==> config.mk <==
export PLATFORM = sky130hd
export DESIGN_NAME = mct_translator
export DESIGN_NICKNAME = d
export VERILOG_FILES = /design/src/rtl/mct_pkg.sv /design/src/rtl/mct_translator.sv
export SDC_FILE = /design/constraint.sdc
export NUM_CORES = 1
export LEC_CHECK = 0
export ABC_AREA = 1
export BUFFER_PORTS_ARGS = -buffer_cell sky130_fd_sc_hd__buf_2
export CORE_MARGIN = 3
export CORE_UTILIZATION = 55
export DETAILED_ROUTE_END_ITERATION = 7
export PLACE_DENSITY_LB_ADDON = 0.08
export SLEW_MARGIN = 20
export SYNTH_ARGS = -nofsm -noshare
export SYNTH_HDL_FRONTEND = slang
export SYNTH_SLANG_ARGS = --single-unit
==> constraint.sdc <==
create_clock -name clock_i -period 5.75 [get_ports clock_i]
set_clock_uncertainty 0.05 [all_clocks]
set_input_delay 1.15 -clock clock_i [delete_from_list [all_inputs] [get_ports clock_i]]
set_output_delay 1.15 -clock clock_i [all_outputs]
set_load 0.05 [all_outputs]
==> src/rtl/mct_pkg.sv <==
// Package for the micro-step current translator: widths, modes, coil table
package mct_pkg;

   // ----------------------------------------------------------------
   // Widths and reset values
   // ----------------------------------------------------------------
   localparam int MCT_POS_W = 7;
   localparam int MCT_SEL_W = 3;
   localparam int MCT_CUR_W = 11;
   localparam int MCT_MAG_W = 10;
   localparam logic [MCT_POS_W-1:0] MCT_POS_RST = 7'h00;
   localparam logic [MCT_POS_W-1:0] MCT_POS_ONE = 7'h01;
   localparam logic [5:0] MCT_QUARTER = 6'h20;

   // ----------------------------------------------------------------
   // Step resolution codes (value equals log2 of the step in 1/32 units)
   // ----------------------------------------------------------------
   localparam logic [MCT_SEL_W-1:0] MCT_RES_32 = 3'h0;
   localparam logic [MCT_SEL_W-1:0] MCT_RES_16 = 3'h1;
   localparam logic [MCT_SEL_W-1:0] MCT_RES_8 = 3'h2;
   localparam logic [MCT_SEL_W-1:0] MCT_RES_4 = 3'h3;
   localparam logic [MCT_SEL_W-1:0] MCT_RES_2 = 3'h4;

   // ----------------------------------------------------------------
   // Quarter wave of coil current, tenths of a percent of peak
   // ----------------------------------------------------------------
   localparam logic [MCT_MAG_W-1:0] MCT_QTAB [0:32] = '{
      10'h3E8, 10'h3DC, 10'h3D1, 10'h3C5, 10'h3B9, 10'h3AD, 10'h3A2, 10'h396,
      10'h37F, 10'h368, 10'h351, 10'h33A, 10'h316, 10'h2F3, 10'h2D1, 10'h2AE,
      10'h28B, 10'h268, 10'h245, 10'h222, 10'h1F4, 10'h1D1, 10'h1AE, 10'h17F,
      10'h15D, 10'h13A, 10'h10B, 10'h0DD, 10'h0AE, 10'h07F, 10'h051, 10'h023,
      10'h000};

   // ----------------------------------------------------------------
   // Carriers
   // ----------------------------------------------------------------
   typedef struct packed {
      logic signed [MCT_CUR_W-1:0] x;
      logic signed [MCT_CUR_W-1:0] y;
   } mct_coil_t;

   typedef enum logic [1:0] {
      MCT_KEEP,
      MCT_FINER,
      MCT_COARSER
   } mct_change_t;

   // Step size in 1/32 units for a resolution code
   function automatic logic [MCT_POS_W-1:0] mct_step(input logic [MCT_SEL_W-1:0] res);
      return MCT_POS_ONE << res;
   endfunction

   // Bits below the grid of a resolution code
   function automatic logic [MCT_POS_W-1:0] mct_mask(input logic [MCT_SEL_W-1:0] res);
      return (MCT_POS_ONE << res) - MCT_POS_ONE;
   endfunction

endpackage

==> src/rtl/mct_translator.sv <==
// Micro-step current translator: step input, resolution sync and coil table
// ----------------------------------------------------------------
// Summary of operation
// - Each of 128 positions maps to fixed signed X/Y coil percentages on a circle.
// - Resolution codes 000..100 select 1/32, 1/16, 1/8, 1/4, 1/2 step.
// - Each qualifying step edge moves position one step of active resolution.
// - Polarity bit picks rising or falling step edge; the other edge does nothing.
// - Direction comes from the direction pin combined with the direction control bit.
// - Position is readable as 7 bits in 1/32 units in every mode.
// - Readable position updates right after each step trigger.
// - A new resolution takes effect only at the next step trigger.
// - Going finer snaps to the nearest position of the finer grid.
// - Going coarser on a shared position continues with zero offset.
// - Going coarser off the new grid keeps the offset while stepping.
// ----------------------------------------------------------------
module mct_translator
   import mct_pkg::*;
(
   // Clock, reset, enable
   input wire logic clock_i,
   input wire logic rst_n_i,
   input wire logic ce_i,
   // Pins from the controller
   input wire logic step_pulse_in_i,
   input wire logic dir_i,
   // Control bits
   input wire logic [MCT_SEL_W-1:0] step_resolution_sel_i,
   input wire logic step_edge_polarity_i,
   input wire logic rotation_ctrl_bit_i,
   // Status and coil targets
   output logic [MCT_POS_W-1:0] translator_position_o,
   output logic [MCT_SEL_W-1:0] active_resolution_o,
   output mct_coil_t coil_o
);

   // ----------------------------------------------------------------
   // Pin synchronisers
   // ----------------------------------------------------------------
   logic [2:0] step_sync_r, step_sync_nxt;
   logic [2:0] dir_sync_r, dir_sync_nxt;
   logic step_lvl_r, step_lvl_nxt;
   logic dir_lvl_r, dir_lvl_nxt;
   logic trig;

   always_comb begin
      step_sync_nxt = {step_sync_r[1:0], step_pulse_in_i};
      dir_sync_nxt = {dir_sync_r[1:0], dir_i};
      step_lvl_nxt = step_lvl_r;
      dir_lvl_nxt = dir_lvl_r;
      // Only stages two and three are compared, so a glitch must last two clocks
      if (step_sync_r[1] == step_sync_r[2]) begin
         step_lvl_nxt = step_sync_r[2];
      end
      if (dir_sync_r[1] == dir_sync_r[2]) begin
         dir_lvl_nxt = dir_sync_r[2];
      end
   end

   always_ff @(posedge clock_i or negedge rst_n_i) begin
      if (!rst_n_i) begin
         step_sync_r <= 3'h0;
         dir_sync_r <= 3'h0;
         step_lvl_r <= 1'b0;
         dir_lvl_r <= 1'b0;
      end else if (ce_i) begin
         step_sync_r <= step_sync_nxt;
         dir_sync_r <= dir_sync_nxt;
         step_lvl_r <= step_lvl_nxt;
         dir_lvl_r <= dir_lvl_nxt;
      end
   end

   // Rising edge when polarity is 0, falling edge when it is 1
   assign trig = ce_i && (step_lvl_nxt != step_lvl_r) &&
                 (step_lvl_nxt == !step_edge_polarity_i);

   // ----------------------------------------------------------------
   // Translator position and resolution
   // ----------------------------------------------------------------
   logic [MCT_POS_W-1:0] pos_r, pos_nxt;
   logic [MCT_SEL_W-1:0] res_r, res_nxt;
   logic [MCT_POS_W-1:0] base;
   logic [MCT_POS_W-1:0] stp;
   logic sel_legal;
   logic step_up;
   mct_change_t change;

   assign sel_legal = (step_resolution_sel_i <= MCT_RES_2);
   assign step_up = !(dir_lvl_r ^ rotation_ctrl_bit_i);

   always_comb begin
      res_nxt = res_r;
      pos_nxt = pos_r;
      base = pos_r;
      change = MCT_KEEP;
      // Codes above half step are ignored and the old resolution stays
      if (trig && sel_legal) begin
         res_nxt = step_resolution_sel_i;
      end
      if (res_nxt < res_r) begin
         change = MCT_FINER;
      end else if (res_nxt > res_r) begin
         change = MCT_COARSER;
      end
      stp = mct_step(res_nxt);
      unique case (change)
         MCT_FINER: begin
            // Round to nearest point of the finer grid, halves round up
            base = (pos_r + (stp >> 1)) & ~mct_mask(res_nxt);
         end
         MCT_COARSER: begin
            // Offset is kept; zero offset falls out when on the shared grid
            base = pos_r;
         end
         MCT_KEEP: begin
            base = pos_r;
         end
      endcase
      if (trig) begin
         // 7-bit arithmetic wraps modulo 128
         pos_nxt = step_up ? base + stp : base - stp;
      end
   end

   always_ff @(posedge clock_i or negedge rst_n_i) begin
      if (!rst_n_i) begin
         pos_r <= MCT_POS_RST;
         res_r <= MCT_RES_32;
      end else if (ce_i) begin
         pos_r <= pos_nxt;
         res_r <= res_nxt;
      end
   end

   // ----------------------------------------------------------------
   // Coil current lookup
   // ----------------------------------------------------------------
   // Sine over 128 positions built from one quarter wave
   function automatic logic signed [MCT_CUR_W-1:0] mct_wave(input logic [MCT_POS_W-1:0] a);
      logic [5:0] idx;
      logic [MCT_MAG_W-1:0] mag;
      idx = a[5] ? {1'b0, a[4:0]} : 6'(MCT_QUARTER - {1'b0, a[4:0]});
      mag = MCT_QTAB[idx];
      return a[6] ? -$signed({1'b0, mag}) : $signed({1'b0, mag});
   endfunction

   mct_coil_t coil_r, coil_nxt;

   always_comb begin
      coil_nxt.x = mct_wave(pos_nxt);
      coil_nxt.y = mct_wave(pos_nxt + 7'(MCT_QUARTER));
   end

   always_ff @(posedge clock_i or negedge rst_n_i) begin
      if (!rst_n_i) begin
         coil_r <= '{x: '0, y: 11'(MCT_QTAB[0])};
      end else if (ce_i) begin
         coil_r <= coil_nxt;
      end
   end

   // Position and coils leave flops and change together on the clock edge after the trigger
   assign translator_position_o = pos_r;
   assign active_resolution_o = res_r;
   assign coil_o = coil_r;

   // ----------------------------------------------------------------
   // Checks
   // ----------------------------------------------------------------
   a_coil_at_quarter: assert property (@(posedge clock_i) disable iff (!rst_n_i)
      (pos_r == 7'h60) |-> (coil_r.x == -11'sh3E8) && (coil_r.y == 11'sh000))
      else $error("coil currents wrong at position 96");

   a_coil_circle_sym: assert property (@(posedge clock_i) disable iff (!rst_n_i)
      (pos_r == 7'h20) |-> (coil_r.x == 11'sh3E8) && (coil_r.y == 11'sh000))
      else $error("coil currents wrong at position 32");

   a_mode_hold_idle: assert property (@(posedge clock_i) disable iff (!rst_n_i)
      !trig |=> $stable(res_r))
      else $error("resolution changed without a step trigger");

   a_mode_takes_effect: assert property (@(posedge clock_i) disable iff (!rst_n_i)
      (trig && sel_legal) |=> (res_r == $past(step_resolution_sel_i)))
      else $error("resolution not applied at step trigger");

   a_pos_still_idle: assert property (@(posedge clock_i) disable iff (!rst_n_i)
      !trig |=> $stable(pos_r))
      else $error("position moved without a trigger");

   a_step_same_res: assert property (@(posedge clock_i) disable iff (!rst_n_i)
      (trig && sel_legal && step_resolution_sel_i == res_r) |=>
      (pos_r == ($past(step_up) ? $past(pos_r) + mct_step(res_r) : $past(pos_r) - mct_step(res_r))))
      else $error("step size or direction wrong");

   a_wrap_up: assert property (@(posedge clock_i) disable iff (!rst_n_i)
      (trig && step_up && pos_r == 7'h7F && res_nxt == MCT_RES_32) |=> (pos_r == 7'h00))
      else $error("position did not wrap to 0");

   a_finer_on_grid: assert property (@(posedge clock_i) disable iff (!rst_n_i)
      (trig && sel_legal && step_resolution_sel_i < res_r) |=> ((pos_r & mct_mask(res_r)) == 7'h00))
      else $error("finer resolution left position off grid");

   a_coarse_offset: assert property (@(posedge clock_i) disable iff (!rst_n_i)
      (trig && sel_legal && step_resolution_sel_i > res_r) |=>
      (((pos_r ^ $past(pos_r)) & mct_mask(res_r)) == 7'h00))
      else $error("coarser resolution lost its offset");

   a_coarse_shared: assert property (@(posedge clock_i) disable iff (!rst_n_i)
      (trig && sel_legal && step_resolution_sel_i > res_r &&
       ((pos_r & mct_mask(step_resolution_sel_i)) == 7'h00)) |=>
      ((pos_r & mct_mask(res_r)) == 7'h00))
      else $error("coarser resolution on a shared position gained an offset");

   a_trig_edge_pol: assert property (@(posedge clock_i) disable iff (!rst_n_i)
      trig |=> (step_lvl_r == !$past(step_edge_polarity_i)))
      else $error("trigger on wrong edge");

   a_dir_down: assert property (@(posedge clock_i) disable iff (!rst_n_i)
      (trig && (dir_lvl_r ^ rotation_ctrl_bit_i) && res_nxt == res_r) |=>
      (pos_r == $past(pos_r) - mct_step(res_r)))
      else $error("direction combination ignored");

endmodule

## Word level (Yosys, flattened, before mapping)

Memory sizes are Yosys's and may differ from the RTL's.
Cells that the tools add are included.

| operators by class | value |
|---|---|
| shifts and indexed selects | 1 |
| $add $sub $neg | 9 |
| magnitude comparators | 5 |
| multiplexer cells | 15 |
| reduce and logical (&&, ||, !) cells | 7 |
| eq/ne operators | 6 |
| bitwise operators | 5 |

Operators with widths:

| cell | count |
|---|---|
| $mux 10 | 4 |
| $mux 11 | 2 |
| $neg 10->11 | 2 |
| $ge 7x7->1 const B | 2 |
| $mux 7 | 2 |
| $not 6->7 | 2 |
| $pmux 7 s2 | 1 |
| $mux 6 | 2 |
| $sub 6x5->6 const A | 2 |
| $add 7x6->7 | 1 |
| $add 7x6->7 const B | 1 |
| $add 7x7->7 | 1 |
| $and 7x7->7 | 1 |
| $not 7->7 | 1 |
| $shl 1x3->7 const A | 1 |
| $sub 7x1->7 const B | 1 |
| $sub 7x7->7 | 1 |
| $mux 2 | 2 |
| $eq 1x1->1 | 3 |
| $gt 3x3->1 | 1 |
| $le 3x3->1 const B | 1 |
| $logic_and 1x1->1 | 3 |
| $lt 3x3->1 | 1 |
| $mux 3 | 1 |
| 9 further kinds | 9 |

| storage, ports and cells | value |
|---|---|
| bits in registers | 40 |
| bits of input ports | 10 |
| bits in read-only memories | 1280 |
| memories kept | 2 |
| output and inout bits | 32 |

Memories:

| memory | words | width | rd ports | clocked after memory_dff | write ports | RTL line | text |
|---|---|---|---|---|---|---|---|
| (no name shown) | 64 | 10 | 1 | 0 | 0 | mct_translator.sv:143 | `mag = MCT_QTAB[idx];` |
| (no name shown) | 64 | 10 | 1 | 0 | 0 | mct_translator.sv:143 |  |

## Logic depth before layout (Yosys ltp)

| depth | value |
|---|---|
| depth in word-level cells | 25 |
| depth in mapped cells | 50 |

## Least setup slack after synthesis

Ideal clock, no wire load.

| timing path | value |
|---|---|
| kind | input to register |
| from | input port step_edge_polarity_i |
| to | register coil_r (netlist bit coil_o[8]) |
| data arrival time | 5940 ps |
| library setup time | 76 ps |
| buffers on the path | 2 |
| slack | -316 ps |
| cell stages on the path | 41 |
| data required time | 5624 ps |
| cells stage by stage | inv_1 -> nand3_1 -> nand2_2 -> inv_1 -> nor2_4 -> nand2_1 -> nand2_1 -> inv_2 -> ha_1 -> a21oi_1 -> and2_1 -> clkbuf_1 -> nor2_1 -> a31oi_1 -> ha_1 -> inv_1 -> fa_1 -> nand3b_1 -> [... 5 more ...] -> nand2_2 -> nand2_2 -> buf_6 -> inv_1 -> ha_1 -> o211ai_1 -> nand2_1 -> nand2_2 -> ha_1 -> nand2_1 -> nor2_2 -> nand2_1 -> nand2_1 -> nand2_1 -> nand2_1 -> nand2_1 -> nand2_1 -> nand2_1 |

| on the way | value |
|---|---|
| longest elaborated chain between the ends | 23 |
| elaborated cells on any way between the ends | 32 |

Ends and longest elaborated chain:

| what | RTL line | text |
|---|---|---|
| start, declared | mct_translator.sv:28 | `input wire logic step_edge_polarity_i,` |
| $logic_not 1->1 (*) | mct_translator.sv:75 | `(step_lvl_nxt == !step_edge_polarity_i);` |
| $eq 1x1->1 (*) | mct_translator.sv:75 |  |
| $logic_and 1x1->1 (*) | mct_translator.sv:74 | `assign trig = ce_i && (step_lvl_nxt != step_lvl_r) &&` |
| $logic_and 1x1->1 (*) | mct_translator.sv:97 | `if (trig && sel_legal) begin` |
| $mux 3 (*) | mct_translator.sv:97 |  |
| net res_nxt[2] | mct_translator.sv:81 | `logic [MCT_SEL_W-1:0] res_r, res_nxt;` |
| $gt 3x3->1 | mct_translator.sv:102 | `end else if (res_nxt > res_r) begin` |
| $mux 2 | mct_translator.sv:102 |  |
| [... 7 more ...] | -- |  |
| $add 7x6->7 (*) | mct_translator.sv:151 | `coil_nxt.y = mct_wave(pos_nxt + 7'(MCT_QUARTER));` |
| $sub 6x5->6 | mct_translator.sv:142 | `idx = a[5] ? {1'b0, a[4:0]} : 6'(MCT_QUARTER - {1'b0, a[4:0]});` |
| $mux 6 | mct_translator.sv:142 |  |
| $not 6->7 (implied by the code) | mct_translator.sv:143 |  |
| $mem_v2 64x10 | -- |  |
| $mux 10 (implied by the code) (2 in series) | mct_translator.sv:143 |  |
| $neg 10->11 | mct_translator.sv:144 | `return a[6] ? -$signed({1'b0, mag}) : $signed({1'b0, mag});` |
| $mux 11 (*) | mct_translator.sv:144 |  |
| end signal, assigned | mct_translator.sv:156 | `coil_r <= '{x: '0, y: 11'(MCT_QTAB[0])};` |
| end signal, assigned | mct_translator.sv:158 | `coil_r <= coil_nxt;` |
| end, declared | mct_translator.sv:147 | `mct_coil_t coil_r, coil_nxt;` |

Mark *: on every way through the listed nets, which the timed path passes. The rest lies on a longest branch. The select of a mux whose other input is x is not followed.
A chain may end at the register's enable or synchronous reset.

## Worst setup path in the final report

| timing path | value |
|---|---|
| from | input port step_edge_polarity_i |
| to | register coil_r (netlist bit coil_o[2]) |

| on the way | value |
|---|---|
| longest elaborated chain between the ends | 23 |
| elaborated cells on any way between the ends | 32 |

Ends and longest elaborated chain:

| what | RTL line | text |
|---|---|---|
| $logic_not 1->1 (*) | mct_translator.sv:75 |  |
| $eq 1x1->1 (*) | mct_translator.sv:75 |  |
| $logic_and 1x1->1 (*) | mct_translator.sv:74 |  |
| $logic_and 1x1->1 | mct_translator.sv:97 |  |
| $mux 3 | mct_translator.sv:97 |  |
| $gt 3x3->1 | mct_translator.sv:102 |  |
| $mux 2 | mct_translator.sv:102 |  |
| $mux 2 | mct_translator.sv:100 | `if (res_nxt < res_r) begin` |
| [... 6 more ...] | -- |  |
| $add 7x6->7 (*) | mct_translator.sv:151 |  |
| $sub 6x5->6 | mct_translator.sv:142 |  |
| $mux 6 | mct_translator.sv:142 |  |
| $not 6->7 (implied by the code) | mct_translator.sv:143 |  |
| $mem_v2 64x10 | -- |  |
| $mux 10 (implied by the code) (2 in series) | mct_translator.sv:143 |  |
| $neg 10->11 | mct_translator.sv:144 |  |
| $mux 11 (*) | mct_translator.sv:144 |  |

Mark *: on every way between the ends. The rest lies on a longest branch, timed or not. The select of a mux whose other input is x is not followed.

==> metrics.cfg <==
[route]
route.met2.wl_mm=8.43
detail-route-antenna-nets=0
routedWlPerCell_um=15.6
met3_wirelength_um=749
drt-met1-wl_mm=6.58
firstDrtPassIters=5
drt_iter0_drc=386
num_vias=5978
drc=0
top_layer_used=met4
totalWireLength_mm=16.7
detail_route.vias_per_cell=5.59

[logic_synthesis]
ys_seq_elements=40
synth_largest_area_cell=nand2_1
yosysSeqAreaShare=0.215
ys_top_cells_by_area=nand2_1, dfrtp_1, nand3_1, ha_1, inv_1
synth_fp_nets=822
synth_flop_cell=dfrtp_1
netlist.area_leader.share=0.260
synth_edf_count=0
syn_inst=778
synth_area_um2=4690
syn_area_per_cell_um2=6.03
ys.warnings.count=0
yosys.cell_types.count=37
async_flop_share=1.00

[clocking]
cts.htree.levels=2
cts_root_buffer=clkbuf_8
cts_inserted_buffers=5
cts_tree=built
clkLatencyLatePin_ns=0.31
clkSlewWorstSetupHoldPaths_ns=0.08
cts_hold_buf=0
clock-sinks=40
cts_max_path_buffers=2

[worst_setup_path]
worstPathBufferInverterCount=11
critPathMaxStageDelay_ns=0.34
cpMostUsedCell=nand2_1
cp_slowest_cell=ha_1
crit_family=simple AND/OR/NAND/NOR gates
startpoint_type=primary input
crit_fanout=5
crit_type=in2reg
cp-end-kind=flop
critPathRequiredTime_ns=5.90
crit_arrival_ns=6.02

[global_routing]
grt_pass1_wl_mm=23.6
grt_max_degree=41
grt_overflow_total=0
antenna_found_initial=0
grt_use_total=0.289
grt_pass1_vias=5413

[die]
row_count=33
initial_utilization=0.568
fp.dieW_um=98.4
die_y_um=98.4
die-area_um2=9670
ios=42
design.core.area_um2=8260

[place]
gp_congestion=0.986
dp_hpwl_mm=10.8
io_buffers=41
dpl-instance-area_um2=5870
dpl.cell_count=1024

[timing]
period_share=1.02
timing.fmax_mhz=170
slew_headroom=0.361
finalSetupViolations=18
tightest_slew_ns=0.959
min_period_ns=5.87
rsz0062_at_grt=yes
hold_violations=0
fin_ws_ns=-0.121
slew_viol_final=0

[finish]
fin_cells=1069
final_cell_mix=nand2_1, buf_4, nand3_1, inv_1
final_nets=1007
drive_gt1_frac=0.400
area_growth_pct=46.8
n_antenna_cell=0
design_area_um2=6890
final_common_cell=nand2_1

[worst_hold_path]
hp-class=reg2reg

[outcome]
violations=setup timing
status=complete, but fails checks

[flow_run]
maxCapViolCount=0

[state kept, by name (all words and copies together) (netlist names)]
register               cells
active_resolution_o        3
step_lvl_r                 1
dir_sync_r                 3
translator_position_o      7
dir_lvl_r                  1
step_sync_r                3
coil_o                    22
[tightest hold or removal path, cell delays in order (launching register included)]
cell and delay [ns]:
dfstp_2 0.37, nand2_1 0.05, nand2_1 0.05
[final cells by class]
cell class	count	area, um2
clock buffer	6	82.6
timing repair buffer	202	1510
tap	105	131
inverter	91	352
multi-input combinational	623	3790
fill	534	1370
sequential	40	1010
clock inverter	2	13.8
[Yosys cell counts, types with 2 or more instances]
cell / instances
xor2_1: 8
ha_1: 33
a31oi_1: 4
buf_2: 7
inv_2: 9
o211ai_1: 5
nand3_2: 10
nor2_2: 9
a21oi_1: 10
inv_1: 80
nand3b_1: 9
o21ai_0: 33
clkbuf_1: 5
nand2_2: 18
dfrtp_1: 34
o21bai_1: 2
nand2_1: 325
o21ai_1: 8
o22ai_1: 2
nor2_1: 39
dfstp_2: 6
nand3_1: 86
buf_6: 8
clkinv_1: 2
nor2_4: 2
nand2_4: 3
a211oi_1: 2
buf_4: 4
nand4_1: 7
[logic make-up (layout without fill, tap and decap cells)]
group,Yosys count,after routing,synth area share
AOI/OAI and AO/OA,69,69,0.0846
xor gates and xnor gates,9,9,0.0168
adders and majority gates,34,34,0.0923
buffers and inverters,115,301,0.110
DFF,40,40,0.215
and+or+nand+nor,511,511,0.481
[routing by layer]
layer	up-vias	global-route usage
met5	-	0
met3	92	0.0286
li1	2844	-
met1	2807	0.348
met4	0	0.117
met2	235	0.522
[stage by stage]
step	hold slack [ns]	setup WS, ns	TNS (ns)	utilization
global route	0.450	-0.518	-7.05	0.834
CTS	0.421	0.00181	0	0.732
floorplan	0.392	0.00666	0	-
finish	0.421	-0.121	-1.33	0.834
global placement	0.404	-0.241	-2.11	0.710
detailed placement	0.409	-0.518	-7.11	0.710
[final timing paths]
check,from,end,slack [ns],cells after the start
worst max-delay path,step_edge_polarity_i,coil_o[2]$_DFFE_PN0P_,-0.12,42
worst min register to register,coil_o[8]$_DFFE_PN1P_,coil_o[8]$_DFFE_PN1P_,0.42,2
max in group asynchronous,rst_n_i,coil_o[2]$_DFFE_PN0P_,4.11,1
min in group asynchronous,rst_n_i,translator_position_o[4]$_DFFE_PN0P_,0.92,1
worst min-delay path,coil_o[8]$_DFFE_PN1P_,coil_o[8]$_DFFE_PN1P_,0.42,2
worst max register to register,step_sync_r[2]$_DFFE_PN0P_,coil_o[2]$_DFFE_PN0P_,0.09,42
[what timing repair did]
action	CTS	global route
buffers inserted	7	28
gates resized for setup	12	162
pin swaps	7	76
setup endpoints to repair	17	22
gates cloned	0	2
Power is not shown: default switching activity piles up to over one toggle a cycle in this logic, so the estimate is an artifact.
